`config.mk`:
```
export PLATFORM = sky130hd
export DESIGN_NAME = cpu_event_handler
export DESIGN_NICKNAME = d
export VERILOG_FILES = /design/src/hw/cpu_event_pkg.sv /design/src/hw/event_edge_catch.sv /design/src/hw/event_priority_view.sv /design/src/hw/cpu_event_handler.sv
export SDC_FILE = /design/constraint.sdc
export NUM_CORES = 1
export LEC_CHECK = 0
export BUFFER_PORTS_ARGS = -buffer_cell sky130_fd_sc_hd__buf_2
export CORE_UTILIZATION = 35
export CTS_BUF_LIST = sky130_fd_sc_hd__clkbuf_8
export DETAILED_ROUTE_END_ITERATION = 7
export GPL_ROUTABILITY_DRIVEN = 0
export PLACE_DENSITY = 0.65
export SLEW_MARGIN = 20
export SYNTH_ARGS = -nofsm -noshare
export SYNTH_HDL_FRONTEND = slang
export SYNTH_HIERARCHICAL = 1
export SYNTH_SLANG_ARGS = --single-unit
export TNS_END_PERCENT = 100
```
`constraint.sdc`:
```
create_clock -name clk -period 2.1 [get_ports clk]
set_clock_uncertainty 0.2 [all_clocks]
set_input_delay 0 -clock clk [delete_from_list [all_inputs] [get_ports clk]]
set_output_delay 0 -clock clk [all_outputs]
set_load 0.02 [all_outputs]
```
`src/hw/cpu_event_pkg.sv`:
```
// Package with register map, field layout and bus types of the event controller
package cpu_event_pkg;
    localparam int EVENT_COUNT = 8;
    localparam int GROUP_SIZE = 4;
    localparam int ADDR_WIDTH = 4;
    localparam int DATA_WIDTH = 32;
    // Byte addresses of the word-aligned registers
    localparam logic [ADDR_WIDTH-1:0] OFFS_PENDING = 4'h0;
    localparam logic [ADDR_WIDTH-1:0] OFFS_ENABLE = 4'h4;
    localparam logic [ADDR_WIDTH-1:0] OFFS_TOP_CODE = 4'h8;
    localparam logic [ADDR_WIDTH-1:0] OFFS_SUMMARY = 4'hc;
    // Reset values
    localparam logic [7:0] RESET_PENDING = 8'h00;
    localparam logic [7:0] RESET_ENABLE = 8'h00;
    localparam logic [7:0] NONE_PENDING_CODE = 8'hff;
    localparam logic [7:0] RESET_SUMMARY = 8'h00;
    // Summary field positions
    localparam int SUMMARY_HIGH_BIT = 1;
    localparam int SUMMARY_LOW_BIT = 0;
    // Answer given to an unmapped address
    localparam logic [DATA_WIDTH-1:0] UNMAPPED_READ = 32'h00000000;

    // Avalon-MM request from the master
    typedef struct packed {
        logic [ADDR_WIDTH-1:0] address;
        logic read;
        logic write;
        logic [DATA_WIDTH-1:0] writedata;
        logic [3:0] byteenable;
    } avalon_req_t;

    // Derived view of the pending flags
    typedef struct packed {
        logic [7:0] topCode;
        logic highGroup;
        logic lowGroup;
    } event_view_t;
endpackage

```
`src/hw/event_edge_catch.sv`:
```
// Rising-edge detector per event source, gated by the enable mask
`timescale 1ns/1ps
`default_nettype none
module event_edge_catch #(
    parameter int WIDTH = 8
) (
    input wire logic clk,
    input wire logic resetn,
    input wire logic [WIDTH-1:0] sourceLine,
    input wire logic [WIDTH-1:0] enableMask,
    output logic [WIDTH-1:0] risePulse
);
    logic [WIDTH-1:0] lastLine_reg;

    // Previous level, kept even while disabled so enabling never fakes an edge
    always_ff @(posedge clk or negedge resetn)
    begin
        if (!resetn)
            lastLine_reg <= '0;
        else
            lastLine_reg <= sourceLine;
    end

    // Edge only counts while enabled; a masked edge is not kept for later
    assign risePulse = sourceLine & ~lastLine_reg & enableMask;
endmodule // event_edge_catch
`default_nettype wire

```
`src/hw/event_priority_view.sv`:
```
// Priority code and group summary derived from the latched flags
`timescale 1ns/1ps
`default_nettype none
module event_priority_view #(
    parameter int WIDTH = 8,
    parameter int GROUP = 4
) (
    input wire logic [WIDTH-1:0] pendingFlags,
    output cpu_event_pkg::event_view_t view
);
    // Highest set index wins; all ones when nothing pends
    function automatic logic [7:0] top_index(input logic [WIDTH-1:0] flags);
        logic [7:0] code;
        code = cpu_event_pkg::NONE_PENDING_CODE;
        for (int i = 0; i < WIDTH; i++)
        begin
            if (flags[i])
                code = 8'(i);
        end
        return code;
    endfunction

    // One driver for the whole view, so the packed output never has a driver per member
    assign view = '{
        topCode: top_index(pendingFlags),
        highGroup: |pendingFlags[WIDTH-1:GROUP],
        lowGroup: |pendingFlags[GROUP-1:0]
    };
endmodule // event_priority_view
`default_nettype wire

```
`src/hw/cpu_event_handler.sv`:
```
// Event controller top: flags, enables, helper registers and Avalon-MM slave
//
// The register addresses and the Avalon-MM register port were chosen for this implementation.
`timescale 1ns/1ps
`default_nettype none
// Notes on behaviour
// - Eight sources form two groups of four, bits 7..4 high priority and 3..0 low.
// - An active source raises a CPU event kept in its pending flag until software clears it.
// - A flag sets only on a rising edge of its source while its enable bit is one.
// - Each enable bit is read/write and one enables the source of the same index.
// - Writing one to a flag clears it, writing zero leaves it alone.
// - Reset clears all flags and enable bits.
// - The top code register gives the highest pending index, all ones when none pends.
// - The summary register shows high-group pending in bit 1, low-group in bit 0, others zero.
// - Code and summary come from the latched flags, not the raw source lines.
// - The high group drives one CPU event input and the low group the other.
module cpu_event_handler #(
    parameter int EVENTS = cpu_event_pkg::EVENT_COUNT,
    parameter int GROUP = cpu_event_pkg::GROUP_SIZE
) (
    input wire logic clk,
    input wire logic resetn,
    input wire logic [EVENTS-1:0] eventSource,
    input wire logic [cpu_event_pkg::ADDR_WIDTH-1:0] avsAddress,
    input wire logic avsRead,
    input wire logic avsWrite,
    input wire logic [cpu_event_pkg::DATA_WIDTH-1:0] avsWritedata,
    input wire logic [3:0] avsByteenable,
    output logic [cpu_event_pkg::DATA_WIDTH-1:0] avsReaddata,
    output logic avsWaitrequest,
    output logic cpuEventInputA,
    output logic cpuEventInputB,
    output logic irq
);
    cpu_event_pkg::avalon_req_t req;
    cpu_event_pkg::event_view_t view;
    logic [EVENTS-1:0] risePulse;
    logic [EVENTS-1:0] eventPendingFlags_reg;
    logic [EVENTS-1:0] eventPendingFlags_next;
    logic [EVENTS-1:0] eventEnableMask_reg;
    logic [EVENTS-1:0] eventEnableMask_next;
    logic [cpu_event_pkg::DATA_WIDTH-1:0] readdata_reg;
    logic [cpu_event_pkg::DATA_WIDTH-1:0] readdata_next;
    logic answered_reg;
    logic eventA_reg;
    logic eventB_reg;
    logic irq_reg;

    // Bundle the bus request in one assignment; a packed variable takes a single driver
    assign req = '{
        address: avsAddress,
        read: avsRead,
        write: avsWrite,
        writedata: avsWritedata,
        byteenable: avsByteenable
    };

    // Edge capture per source
    event_edge_catch #(
        .WIDTH(EVENTS)
    ) edgeCatch (
        .clk(clk),
        .resetn(resetn),
        .sourceLine(eventSource),
        .enableMask(eventEnableMask_reg),
        .risePulse(risePulse)
    );

    // Code and summary from latched flags
    event_priority_view #(
        .WIDTH(EVENTS),
        .GROUP(GROUP)
    ) priorityView (
        .pendingFlags(eventPendingFlags_reg),
        .view(view)
    );

    // Address decode; one wait cycle lets read data come from a flop
    wire accessNow = (req.read | req.write) & ~answered_reg;
    wire lowLane = req.byteenable[0];
    wire hitPending = req.address == cpu_event_pkg::OFFS_PENDING;
    wire hitEnable = req.address == cpu_event_pkg::OFFS_ENABLE;
    wire hitTopCode = req.address == cpu_event_pkg::OFFS_TOP_CODE;
    wire hitSummary = req.address == cpu_event_pkg::OFFS_SUMMARY;
    wire writePending = accessNow & req.write & lowLane & hitPending;
    wire writeEnable = accessNow & req.write & lowLane & hitEnable;
    wire [EVENTS-1:0] clearMask = writePending ? req.writedata[EVENTS-1:0] : '0;

    // New edges win over a clear in the same cycle so no event is lost
    assign eventPendingFlags_next = (eventPendingFlags_reg & ~clearMask) | risePulse;
    assign eventEnableMask_next = writeEnable ? req.writedata[EVENTS-1:0] : eventEnableMask_reg;

    // Read mux; narrow registers sit in the low bits, unmapped reads zero
    wire [7:0] summaryByte = {6'h00, view.highGroup, view.lowGroup};
    assign readdata_next =
        hitPending ? {24'h000000, eventPendingFlags_reg} :
        hitEnable ? {24'h000000, eventEnableMask_reg} :
        hitTopCode ? {24'h000000, view.topCode} :
        hitSummary ? {24'h000000, summaryByte} :
        cpu_event_pkg::UNMAPPED_READ;

    // Flag and enable storage
    always_ff @(posedge clk or negedge resetn)
    begin
        if (!resetn)
        begin
            eventPendingFlags_reg <= cpu_event_pkg::RESET_PENDING;
            eventEnableMask_reg <= cpu_event_pkg::RESET_ENABLE;
        end
        else
        begin
            eventPendingFlags_reg <= eventPendingFlags_next;
            eventEnableMask_reg <= eventEnableMask_next;
        end
    end

    // Bus answer: one-cycle acknowledge after the request is taken
    always_ff @(posedge clk or negedge resetn)
    begin
        if (!resetn)
        begin
            answered_reg <= 1'b0;
            readdata_reg <= cpu_event_pkg::UNMAPPED_READ;
        end
        else
        begin
            answered_reg <= accessNow;
            if (accessNow && req.read)
                readdata_reg <= readdata_next;
        end
    end

    // Group outputs to the CPU core and the level interrupt, all registered
    always_ff @(posedge clk or negedge resetn)
    begin
        if (!resetn)
        begin
            eventA_reg <= 1'b0;
            eventB_reg <= 1'b0;
            irq_reg <= 1'b0;
        end
        else
        begin
            eventA_reg <= view.highGroup;
            eventB_reg <= view.lowGroup;
            irq_reg <= |eventPendingFlags_reg;
        end
    end

    // Waitrequest stays high until the answer cycle; kept in a flop
    logic wait_reg;
    always_ff @(posedge clk or negedge resetn)
    begin
        if (!resetn)
            wait_reg <= 1'b1;
        else
            wait_reg <= ~accessNow;
    end

    assign avsWaitrequest = wait_reg;
    assign avsReaddata = readdata_reg;
    assign cpuEventInputA = eventA_reg;
    assign cpuEventInputB = eventB_reg;
    assign irq = irq_reg;
endmodule // cpu_event_handler
`default_nettype wire

```
==> After elaboration in Yosys (flattened, before gate mapping) <==
Index checks and enable logic that the tools add are counted.
{ "word_totals": {"inputBits": 52, "reg_bits": 61, "word_cells": 44} }
{ "classes": {"eq_ne": 3, "n_mux": 13, "bitwise_logic": 14, "reduce_logical": 5} }
{ "ops": {"columns": ["op", "n"], "rows": [
  ["$mux 8", 12],
  ["$and 8x8->8", 3],
  ["$not 8->8", 2],
  ["$eq 4x4->1 const B", 2],
  ["$or 8x8->8", 1],
  ["$reduce_or 4->1", 2],
  ["$reduce_or 8->1", 1],
  ["$and 1x1->1", 5],
  ["$eq 4x3->1 const B", 1],
  ["$logic_not 4->1", 1],
  ["$mux 2", 1],
  ["$not 1->1", 2],
  ["$logic_and 1x1->1", 1],
  ["$or 1x1->1", 1]
]} }

==> Longest topological paths before layout <==
Gate-level depths: netlist of run 1.
{ "logic_depth": {"word_depth": 11, "depth_mapped": 7, "ltp_nobuf": 6} }

==> Hierarchy <==
The synthesis of run 1 kept the hierarchy.
{ "modules_own_cells": {"columns": ["mod", "instances", "cells_each", "area_per_inst_um2"], "rows": [
  ["cpu_event_handler", 1, 144, 1512.7],
  ["event_edge_catch", 1, 16, 270.3],
  ["event_priority_view", 1, 19, 106.4]
]} }

==> Least setup slack after synthesis of run 1 <==
OpenSTA, ideal clock, no wires.
{ "synth_path": {"path_type": "register -> register", "from": "register eventPendingFlags_reg[6]", "to": "register readdata_reg (netlist bit avsReaddata[6])", "setup_slack_ps": 421, "arrival_time_ps": 1413, "path_stages_with_launch": 8, "n_path_buf": 1, "setup_time_ps": 66, "synth_period_minus_slack_ps": 1679, "cell_sequence": "dfrtp_1 -> nor2_1 -> nand2_1 -> nor2_1 -> buf_4 -> nand2b_1 -> a221oi_1 -> a22o_1"} }
{ "synth_rtl": {"columns": ["element", "line", "rtl"], "rows": [
  ["start, declared", "cpu_event_handler.sv:38", "logic [EVENTS-1:0] eventPendingFlags_reg;"],
  ["start signal, assigned", "cpu_event_handler.sv:107", "eventPendingFlags_reg <= cpu_event_pkg::RESET_PENDING;"],
  ["start signal, assigned", "cpu_event_handler.sv:112", "eventPendingFlags_reg <= eventPendingFlags_next;"],
  ["end signal, assigned", "cpu_event_handler.sv:123", "readdata_reg <= cpu_event_pkg::UNMAPPED_READ;"],
  ["end signal, assigned", "cpu_event_handler.sv:129", "readdata_reg <= readdata_next;"],
  ["end, declared", "cpu_event_handler.sv:42", "logic [cpu_event_pkg::DATA_WIDTH-1:0] readdata_reg;"]
]} }

==> Worst setup path after layout of run 1 <==
{ "layout_path": {"from": "input port avsAddress[3] (netlist name)", "to": "register eventEnableMask_reg[5]"} }
{ "layout_via": {"elab_chain_len": 2} }
{ "layout_lines": {"columns": ["element", "line", "rtl"], "rows": [
  ["start, declared", "cpu_event_handler.sv:24", "input wire logic [cpu_event_pkg::ADDR_WIDTH-1:0] avsAddress,"],
  ["$eq 4x3->1", "cpu_event_handler.sv:82", "wire hitEnable = req.address == cpu_event_pkg::OFFS_ENABLE;"],
  ["$and 1x1->1", "cpu_event_handler.sv:86", "wire writeEnable = accessNow & req.write & lowLane & hitEnable;"],
  ["end signal, assigned", "cpu_event_handler.sv:108", "eventEnableMask_reg <= cpu_event_pkg::RESET_ENABLE;"],
  ["end signal, assigned", "cpu_event_handler.sv:113", "eventEnableMask_reg <= eventEnableMask_next;"],
  ["end, declared", "cpu_event_handler.sv:40", "logic [EVENTS-1:0] eventEnableMask_reg;"]
]} }
No other way between the ends.
A chain may end at the register's enable or synchronous reset.

==> results by group, run 1 <==
Status
  – Status: finished clean

Clock network
  – Sinks on Clock Net: 37
  – Root cell of the clock tree: clkbuf_8
  – Number of buffers created by CTS: 5
  – Clock-pin slew reported for the worst setup and hold paths after clock tree synthesis: approximately 0.07 ns
  – CTS max path bufs: 2
  – Maximum level of the CTS H-tree: 2
  – Post-CTS resize count: 0
  – TritonCTS clock tree: built
  – Source-to-sink clock delay at the later pin of the worst-skew pair: 0.30 ns
  – Buffer count from post-CTS setup fixing: 0

STA
  – Worst Hold Margin: approximately 0.0049 ns
  – Sum Neg Setup Slack: 0 ns
  – Max_slew headroom: between 40% and 50%
  – Number of max-slew violations in the final report: 0
  – Slew at the pin closest to its max-slew limit: 0.7947 ns
  – Final hold violation count: 0
  – Final setup viols: 0
  – RSZ-0062 raised after global routing: false
  – Highest achievable clock rate: around 0.55 GHz
  – Final period utilization: between 80% and 90%
  – Final period demand of the worst path: roughly 1.8 ns

Critical path
  – CP Class: in -> reg
  – Cells along the critical path: dlygate4sd3_1 -> buf_2 -> nor3_1 -> nand3_2 -> mux2_2
  – Family of cells with the greatest summed delay on the critical path: simple AND/OR/NAND/NOR gates
  – Worst EP arrival: between 1.5 and 2 ns
  – R2R Setup Slk: about 0.3 ns
  – Critical Path End Type: register
  – Cell type of the slowest stage on the worst timing path: dlygate4sd3_1
  – Endpoint required time on the critical path: between 2 and 2.5 ns
  – Largest fanout on the critical path: 9
  – Critical Path Source Type: primary input
  – Number of buffer and inverter instances along the worst setup path: 2
  – Worst path max stage delay: between 0.5 and 0.6 ns

Place
  – Placed wire-length estimate after detailed placement: 2471 um
  – Count of buffers from port buffering: 36
  – Area after DPL: 0.002021 mm^2
  – Number of cells in the design after placement: approximately 280

Yosys
  – Sequential area share after synthesis: between 40% and 50%
  – Post-Syn Instances: between 150 and 200
  – Synthesized cell area: between 0.0015 and 0.002 mm^2
  – Top post-synthesis cells by area: dfrtp_1, buf_4, mux2_2
  – Post-synthesis cell type count: 30
  – Count of synthesis-stage warnings from yosys: 6
  – Yosys reg bits: 37
  – Cell taking the most area after synthesis: dfrtp_1
  – Average size of a mapped cell: between 10 and 15 um^2
  – Yosys top cell area share: between 40% and 50%

Routing
  – Antenna-violating nets left: 0
  – Ratio of routed vias to standard cells: around 4.5
  – Final routed wirelength across all metal layers: ~3600 um
  – Number of DRC violations after detailed-routing iteration 0: 22
  – Post-detailed-route DRC marker count: 0
  – Number of vias in the routed layout: 1363
  – WL per Instance: between 10 and 15 um
  – Length of the first detailed-routing pass in iterations: 4

Finish
  – Number of diodes: 0
  – Area added between synthesis and finish: 24.44%
  – Fraction of final layout cells with drive strength greater than 1: around 25%
  – Non-filler instance count after layout: slightly above 300
  – Number of nets in the finished design: ~290
  – Number of inserted filler cells in the final layout: roughly 510
  – Post-route design area: about 0.0024 mm^2
  – Sequential cell area: 927.1 um^2
  – Multi-input gate area: 743.2 um^2

Global routing
  – Initial antenna violation count: 0
  – Overflow left after global routing: 0
  – Overall Global Routing Usage: 14.53%
  – Global-route wire length before repair: 5947 um
  – Vias in the first global route: around 1200
  – Largest net degree at the start of global routing: 38

Run
  – Max-capacitance violation count: 0

Floorplan
  – Overall die area: 0.005696 mm^2
  – Vertical die dimension: 75.47 um
  – Die Wd: 75.47 um
  – Starting density of the core: between 30% and 40%
  – Core Rows: 26
  – Area of the placeable core: ~0.0051 mm^2
  – I/O pin total: 88

Worst hold path
  – Hold crit path type: in -> reg

Pwr
  – Leakage Power: approximately 1.2 nW
  – Cell area power density: ~850 mW/mm^2
  – IR drop worst, VDD: ~0.54 mV
-- cell type report --
cell class	instances	share of cell area [%]
flip-flops and latches	37	39.44
multi-input cells	113	31.61
repair buffers	59	17.24
well taps	70	3.725
clock buffers	6	3.513
inverters	18	2.874
clock inverters	2	1.597
-- metrics by stage --
step	util [%]	setup slack, ns	total power (W)
floorplan	-	0.4209	0.001245
global placement	39.31	0.3264	0.001335
detailed placement	39.31	0.3161	0.001346
CTS	45.74	0.2836	0.002017
global route	45.74	0.1076	0.002122
finish	45.74	0.2930	0.002001
-- cell families (layout without fill, tap and decap cells) --
group	after synthesis	in the layout	synth area share, %
buffers and inverters	52	85	16.16
other	1	24	0.1985
multiplexers	10	10	5.960
AND/OR/NAND/NOR	46	46	15.30
flip-flops	37	37	49.07
AO/OA/AOI/OAI	33	33	13.31
-- power by group --
group | internal (W) | total, W | switching (W) | leakage [nW]
logic | 0.000190 | 0.000395 | 0.000206 | 0.652
clock network | 0.000386 | 0.000640 | 0.000254 | 0.0574
registers | 0.000834 | 0.000965 | 0.000131 | 0.443
-- layer usage --
layer | GRT usage, % | vias to the layer above | wire length [um] | share of wire (%)
met4 | 6.790 | 0 | 63 | 1.8
met1 | 19.44 | 637 | 1640 | 46
met5 | 0 | - | 0 | 0
li1 | - | 672 | - | -
met3 | 5.159 | 8 | 243 | 6.8
met2 | 21.13 | 46 | 1611 | 45
-- placed cells by master, fill, tap and decap left out, types with 7 or more instances in the layout --
| master | count |
|---|---|
| a21o_1 | 8 |
| and3b_1 | 9 |
| buf_2 | 36 |
| conb_1 | 24 |
| dfrtp_1 | 36 |
| dlygate4sd3_1 | 21 |
| inv_1 | 18 |
| mux2_2 | 10 |
| nand3_1 | 9 |
| nor2_1 | 7 |
-- worst paths after layout --
path                                                         start                                  end  cells past startpoint
max in group asynchronous                                   resetn               answered_reg$_DFF_PN0_                      2
worst max-delay path                                 avsAddress[3]   eventEnableMask_reg[5]$_DFFE_PN0P_                      5
worst min register to register          avsReaddata[0]$_DFFE_PN0P_           avsReaddata[0]$_DFFE_PN0P_                      2
worst max register to register  eventPendingFlags_reg[7]$_DFF_PN0_           avsReaddata[6]$_DFFE_PN0P_                      6
worst min-delay path                                 avsAddress[1]           avsReaddata[1]$_DFFE_PN0P_                      4
min in group asynchronous                                   resetn  edgeCatch/lastLine_reg[7]$_DFF_PN0_                      2
-- tightest hold or removal path, delay by kind of cell --
kind / cells / cell delay [ns]
and+or+nand+nor: 1 / 0.07
AOI/OAI and AO/OA: 2 / 0.26
buffers and inverters: 1 / 0.13
-- what timing repair did --
item,CTS,global route
endpoints found under the hold margin,68,0
endpoints found under the setup margin,0,0
hold buffers,21,0
-- cells in the mapped netlist --
| cell | count |
|---|---|
| buf_4 | 28 |
| nor2b_1 | 3 |
| nor3_1 | 1 |
| a221oi_1 | 6 |
| nand3_1 | 9 |
| a21o_1 | 8 |
| nor4_1 | 2 |
| clkbuf_1 | 1 |
| o21bai_1 | 1 |
| a22oi_1 | 2 |
| a22o_1 | 6 |
| conb_1 | 1 |
| buf_2 | 4 |
| o31ai_1 | 3 |
| mux2_2 | 10 |
| nand3_2 | 1 |
| dfrtp_1 | 36 |
| nor3b_1 | 1 |
| nor4_4 | 1 |
| a21oi_1 | 1 |
| o21ai_0 | 5 |
| inv_1 | 18 |
| nand2_1 | 6 |
| nand2b_1 | 5 |
| dfstp_2 | 1 |
| o41a_1 | 1 |
| buf_1 | 1 |
| nor2_1 | 7 |
| or4b_1 | 1 |
| and3b_1 | 9 |
Power figures use the tool's default switching activity.
==> run 2: changes to the inputs <==
--- a/config.mk
+++ b/config.mk
@@ -6,11 +6,13 @@
 export NUM_CORES = 1
 export LEC_CHECK = 0
 export BUFFER_PORTS_ARGS = -buffer_cell sky130_fd_sc_hd__buf_2
+export CELL_PAD_IN_SITES_DETAIL_PLACEMENT = 0
+export CELL_PAD_IN_SITES_GLOBAL_PLACEMENT = 1
 export CORE_UTILIZATION = 35
 export CTS_BUF_LIST = sky130_fd_sc_hd__clkbuf_8
 export DETAILED_ROUTE_END_ITERATION = 7
 export GPL_ROUTABILITY_DRIVEN = 0
-export PLACE_DENSITY = 0.65
+export PLACE_DENSITY = 0.83
 export SLEW_MARGIN = 20
 export SYNTH_ARGS = -nofsm -noshare
 export SYNTH_HDL_FRONTEND = slang
==> results by group, run 2 (synthesized netlist as in run 1, its figures left out) <==
Critical path
  – Largest fanout on the critical path: 9
  – Number of gates on the worst path with buffers counted: 5
  – Worst path max stage delay: 0.54 ns
  – Family of cells with the greatest summed delay on the critical path: buffers and inverters
  – Origin of the critical flop-to-flop path: answered_reg$_DFF_PN0_
  – Cells along the critical path: dlygate4sd3_1 -> buf_2 -> nor3_1 -> nand3_2 -> mux2_2
  – R2R Setup Slk: approximately 0.33 ns
  – Path depth of the worst reg2reg path: 3
  – Cell type of the slowest stage on the worst timing path: dlygate4sd3_1
  – Setup crit start: avsAddress[3]
  – Crit path capture: eventEnableMask_reg[2]$_DFFE_PN0P_
  – Endpoint required time on the critical path: 2.07 ns
  – Critical Path End Type: register
  – Number of buffer and inverter instances along the worst setup path: 2
  – Worst reg2reg path endpoint: avsReaddata[2]$_DFFE_PN0P_
  – Critical Path Source Type: primary input
  – Worst EP arrival: ~1.8 ns
  – CP Class: in -> reg

Finish
  – Number of inserted filler cells in the final layout: ~500
  – Number of nets in the finished design: 287
  – Fraction of final layout cells with drive strength greater than 1: between 20% and 30%
  – Sequential cell area: about 930 um^2
  – Multi-input gate area: 743.2 um^2
  – Area added between synthesis and finish: 25.56%
  – Number of diodes: 0
  – Commonest cells after routing, fill and taps aside: dfrtp_1, buf_2, conb_1, dlygate4sd3_1, inv_1

Clock network
  – TritonCTS clock tree: built
  – Post-CTS resize count: 0
  – Source-to-sink clock delay at the later pin of the worst-skew pair: about 0.28 ns
  – Root cell of the clock tree: clkbuf_8
  – Clock-pin slew reported for the worst setup and hold paths after clock tree synthesis: ~0.080 ns
  – CTS max path bufs: 2
  – Sinks on Clock Net: 37
  – Maximum level of the CTS H-tree: 2
  – Number of buffers created by CTS: 5

Routing
  – WL per Instance: around 12 um
  – Final routed wirelength across all metal layers: ~3600 um
  – Post-detailed-route DRC marker count: 0
  – Length of the first detailed-routing pass in iterations: 4
  – Number of vias in the routed layout: around 1300
  – Antenna-violating nets left: 0
  – Ratio of routed vias to standard cells: 4.408
  – Number of DRC violations after detailed-routing iteration 0: 73

Pwr
  – IR drop worst, VDD: 0.3897 mV
  – Leakage Power: 1.168 nW
  – Overall power after layout: between 0.002 and 0.0025 W
  – Cell area power density: a little under 900 mW/mm^2

Worst hold path
  – Depth of the worst hold-timing path: 4
  – Hold crit path type: in -> reg

Global routing
  – Initial antenna violation count: 0
  – Overflow left after global routing: 0
  – Overall Global Routing Usage: approximately 14%
  – Largest net degree at the start of global routing: 38
  – Global-route wire length before repair: roughly 5800 um
  – Vias in the first global route: 1177

Place
  – Worst setup slack before clock tree synthesis: approximately 0.36 ns
  – Count of buffers from port buffering: 36
  – Placed wire-length estimate after detailed placement: approximately 2600 um

STA
  – Slew at the pin closest to its max-slew limit: just over 0.8 ns
  – Highest achievable clock rate: around 0.56 GHz
  – Final period demand of the worst path: about 1.8 ns
  – Sum Neg Setup Slack: 0 ns
  – Number of max-slew violations in the final report: 0
  – RSZ-0062 raised after global routing: false
  – Max_slew headroom: a little under half
  – Final period utilization: 85.64%
  – Fin worst setup slack: a little over 0.3 ns
  – Final hold violation count: 0
  – Final setup viols: 0

Floorplan
  – Overall die area: 0.005696 mm^2
  – Starting density of the core: about 37%
  – Area of the placeable core: 0.005140 mm^2
  – I/O pin total: 88
  – Core Rows: 26
  – Die Wd: roughly 75 um
  – Vertical die dimension: around 75 um

Run
  – Max-capacitance violation count: 0

Status
  – Status: finished clean
run 2: cell types whose count changed in the layout (fill, tap and decap cells not counted), sizes merged:
| cell | before | now |
|---|---|---|
| buf | 38 | 39 |
| bufinv | 1 | 2 |
| clkinvlp | 1 | 0 |
| clkinv | 0 | 1 |
| clkbuf | 6 | 5 |
run 2: tightest hold or removal path, cell delays in order:
cell,delay (ns)
buf_2,0.13
nor3b_1,0.08
a22oi_1,0.17
o31ai_1,0.09
run 2: per-stage QoR:
step | util [%] | cells | hold WS [ns] | instance area, um^2
floorplan | - | 202 | -0.4956 | 1976
global placement | 39.46 | 277 | -0.08019 | 2028
detailed placement | 39.46 | 277 | -0.07741 | 2028
CTS | 46.15 | 306 | 0.01520 | 2372
global route | 46.15 | 306 | 0.04419 | 2372
finish | 46.15 | 306 | 0.01921 | 2372
run 2: per-layer routing:
| layer | vias to the layer above | global-route usage, % | wire length [um] |
|---|---|---|---|
| met5 | - | 0 | 0 |
| met2 | 49 | 21.03 | 1671 |
| met3 | 2 | 4.894 | 196 |
| met1 | 624 | 19.36 | 1727 |
| met4 | 0 | 4.321 | 23 |
| li1 | 674 | - | - |
run 2: where the power goes:
part | switching (W) | total [W] | internal (W)
clock network | 0.000252 | 0.000724 | 0.000472
logic | 0.000205 | 0.000394 | 0.000189
registers | 0.000137 | 0.000971 | 0.000834
run 2: worst min-delay path by stage:
stage	startpoint	to	slack [ns]
global placement	eventSource[5]	edgeCatch/lastLine_reg[5]$_DFF_PN0_	-0.08
global route	avsAddress[1]	avsReaddata[0]$_DFFE_PN0P_	0.04
detailed placement	eventSource[7]	edgeCatch/lastLine_reg[7]$_DFF_PN0_	-0.08
finish	avsAddress[1]	avsReaddata[0]$_DFFE_PN0P_	0.02
floorplan	resetn	answered_reg$_DFF_PN0_	-0.50
CTS	avsAddress[0]	avsReaddata[0]$_DFFE_PN0P_	0.02
run 2: timing repair:
action	CTS	global route
hold buffers	21	0
setup buffers	0	0
hold endpoints to repair	68	0
run 2: layout make-up:
cell class	instances	area share, %
inverters	18	2.848
multi-input cells	113	31.33
repair buffers	60	17.41
flip-flops and latches	37	39.08
well taps	70	3.692
clock buffers	5	2.901
clock inverters	3	2.743
==> run 3: changes to the inputs <==
==> constraint.sdc (replaced) <==
create_clock -name clk -period 2.2 [get_ports clk]
set_clock_uncertainty 0.2 [all_clocks]
set_input_delay 0 -clock clk [delete_from_list [all_inputs] [get_ports clk]]
set_output_delay 0 -clock clk [all_outputs]
set_load 0.02 [all_outputs]
==> results by group, run 3 (synthesized netlist as in run 1, its figures left out) <==
STA
  – Max_slew headroom: about 47%
  – Fin worst setup slack: roughly 0.38 ns
  – Final period demand of the worst path: approximately 1.8 ns
  – Final setup viols: 0
  – RSZ-0062 raised after global routing: false
  – Sum Neg Setup Slack: 0 ns
  – Number of max-slew violations in the final report: 0
  – Highest achievable clock rate: roughly 0.55 GHz
  – Slew at the pin closest to its max-slew limit: approximately 0.80 ns
  – Final hold violation count: 0
  – Final period utilization: a little over 80%

Global routing
  – Largest net degree at the start of global routing: 38
  – Initial antenna violation count: 0
  – Vias in the first global route: roughly 1200
  – Overall Global Routing Usage: 14.24%
  – Overflow left after global routing: 0
  – Global-route wire length before repair: between 5000 and 6000 um

Clock network
  – Post-CTS resize count: 0
  – Clock-pin slew reported for the worst setup and hold paths after clock tree synthesis: around 0.07 ns
  – Root cell of the clock tree: clkbuf_8
  – TritonCTS clock tree: built
  – CTS max path bufs: 2
  – Sinks on Clock Net: 37
  – Number of buffers added to fix hold violations after cts: 21
  – Maximum level of the CTS H-tree: 2
  – Source-to-sink clock delay at the later pin of the worst-skew pair: between 0.2 and 0.3 ns
  – Number of buffers created by CTS: 5
  – Buffer count from post-CTS setup fixing: 0

Run
  – Max-capacitance violation count: 0

Routing
  – Length of the first detailed-routing pass in iterations: 4
  – WL per Instance: ~12 um
  – Number of vias in the routed layout: about 1300
  – Ratio of routed vias to standard cells: between 4 and 5
  – Post-detailed-route DRC marker count: 0
  – Final routed wirelength across all metal layers: 3631 um
  – Antenna-violating nets left: 0
  – Number of DRC violations after detailed-routing iteration 0: between 50 and 60

Pwr
  – Cell area power density: 759.2 mW/mm^2
  – IR drop worst, VDD: slightly below 0.3 mV
  – Leakage Power: between 1 and 1.5 nW

Critical path
  – Origin of the critical flop-to-flop path: eventPendingFlags_reg[0]$_DFF_PN0_
  – R2R Setup Slk: around 0.38 ns
  – Critical Path Source Type: register
  – Path depth of the worst reg2reg path: 6
  – Worst reg2reg path endpoint: avsReaddata[6]$_DFFE_PN0P_
  – Worst EP arrival: about 1.9 ns
  – Endpoint required time on the critical path: between 2 and 2.5 ns
  – Largest fanout on the critical path: 5
  – CP Class: reg -> reg
  – Setup crit start: eventPendingFlags_reg[0]$_DFF_PN0_
  – Critical Path End Type: register

Finish
  – Number of diodes: 0
  – Number of inserted filler cells in the final layout: about 520
  – Multi-input gate area: roughly 740 um^2
  – Commonest cells after routing, fill and taps aside: dfrtp_1, buf_2, conb_1, dlygate4sd3_1, inv_1
  – Number of nets in the finished design: ~290
  – Area added between synthesis and finish: 22.45%
  – Post-route design area: 0.002313 mm^2
  – Fraction of final layout cells with drive strength greater than 1: between 20 and 25%
  – Sequential cell area: approximately 930 um^2

Floorplan
  – Overall die area: 0.005696 mm^2
  – Vertical die dimension: 75.47 um
  – Starting density of the core: 36.76%
  – I/O pin total: 88
  – Core Rows: 26
  – Die Wd: ~75 um
  – Area of the placeable core: ~0.0051 mm^2

Place
  – Area after DPL: about 0.0020 mm^2
  – Placed wire-length estimate after detailed placement: around 2600 um
  – Worst setup slack before clock tree synthesis: about 0.41 ns
  – Count of buffers from port buffering: 36

Worst hold path
  – Hold crit path type: in -> reg
  – Depth of the worst hold-timing path: 4
  – Start point of the worst min-delay path: avsAddress[0]
  – Destination of the worst hold path: avsReaddata[0]$_DFFE_PN0P_

Status
  – Status: finished clean
run 3: cell types whose count changed in the layout (fill, tap and decap cells not counted), sizes merged:
cell,delta
bufinv,-2
buf,-1
clkinv,+1
inv,+1
run 3: worst max path at each step:
stage / to / slack (ns)
after CTS: avsReaddata[6]$_DFFE_PN0P_ / 0.38
after floorplan: avsReaddata[6]$_DFFE_PN0P_ / 0.52
after global placement: avsReaddata[6]$_DFFE_PN0P_ / 0.42
after detailed placement: avsReaddata[6]$_DFFE_PN0P_ / 0.41
after global routing: avsReaddata[6]$_DFFE_PN0P_ / 0.27
final: avsReaddata[6]$_DFFE_PN0P_ / 0.38
run 3: critical path, stage by stage, from the launching register on:
cell and delay (ns):
dfrtp_1 0.44, nor2_1 0.18, nand2_1 0.13, nor2_1 0.29, nand2b_1 0.10, a221oi_1 0.27
a22o_1 0.17
run 3: power by group:
group	total, W	internal [W]	switching, W	leakage (nW)
Sequential	0.000928	0.000796	0.000132	0.443
Combinational	0.000375	0.000181	0.000194	0.652
Clock	0.000454	0.000215	0.000239	0.0491
run 3: area by class of cell:
cell class                      instances  area share, %
Clock buffer                            5          2.975
Clock inverter                          3         0.5949
Inverter                               18          2.920
Multi-Input combinational cell        113          32.13
Sequential cell                        37          40.08
Tap cell                               70          3.786
Timing Repair Buffer                   59          17.52
run 3: routing by layer:
layer	global-route usage, %	wire [um]	vias up
li1	-	-	673
met1	20.20	1763	617
met2	19.15	1566	49
met3	5.159	226	7
met4	6.790	74	0
met5	0	0	-
run 3: through the flow:
| step | util, % | power (W) | hold WS [ns] | std cells |
|---|---|---|---|---|
| 2_1_floorplan | - | 0.001189 | -0.4956 | 202 |
| 3_3_place_gp | 39.31 | 0.001277 | -0.08037 | 276 |
| 3_5_place_dp | 39.31 | 0.001288 | -0.07842 | 276 |
| 4_1_cts | 45.01 | 0.001781 | 0.006615 | 305 |
| 5_1_grt | 45.01 | 0.001877 | 0.02381 | 305 |
| 6_report | 45.01 | 0.001756 | 0.01337 | 305 |
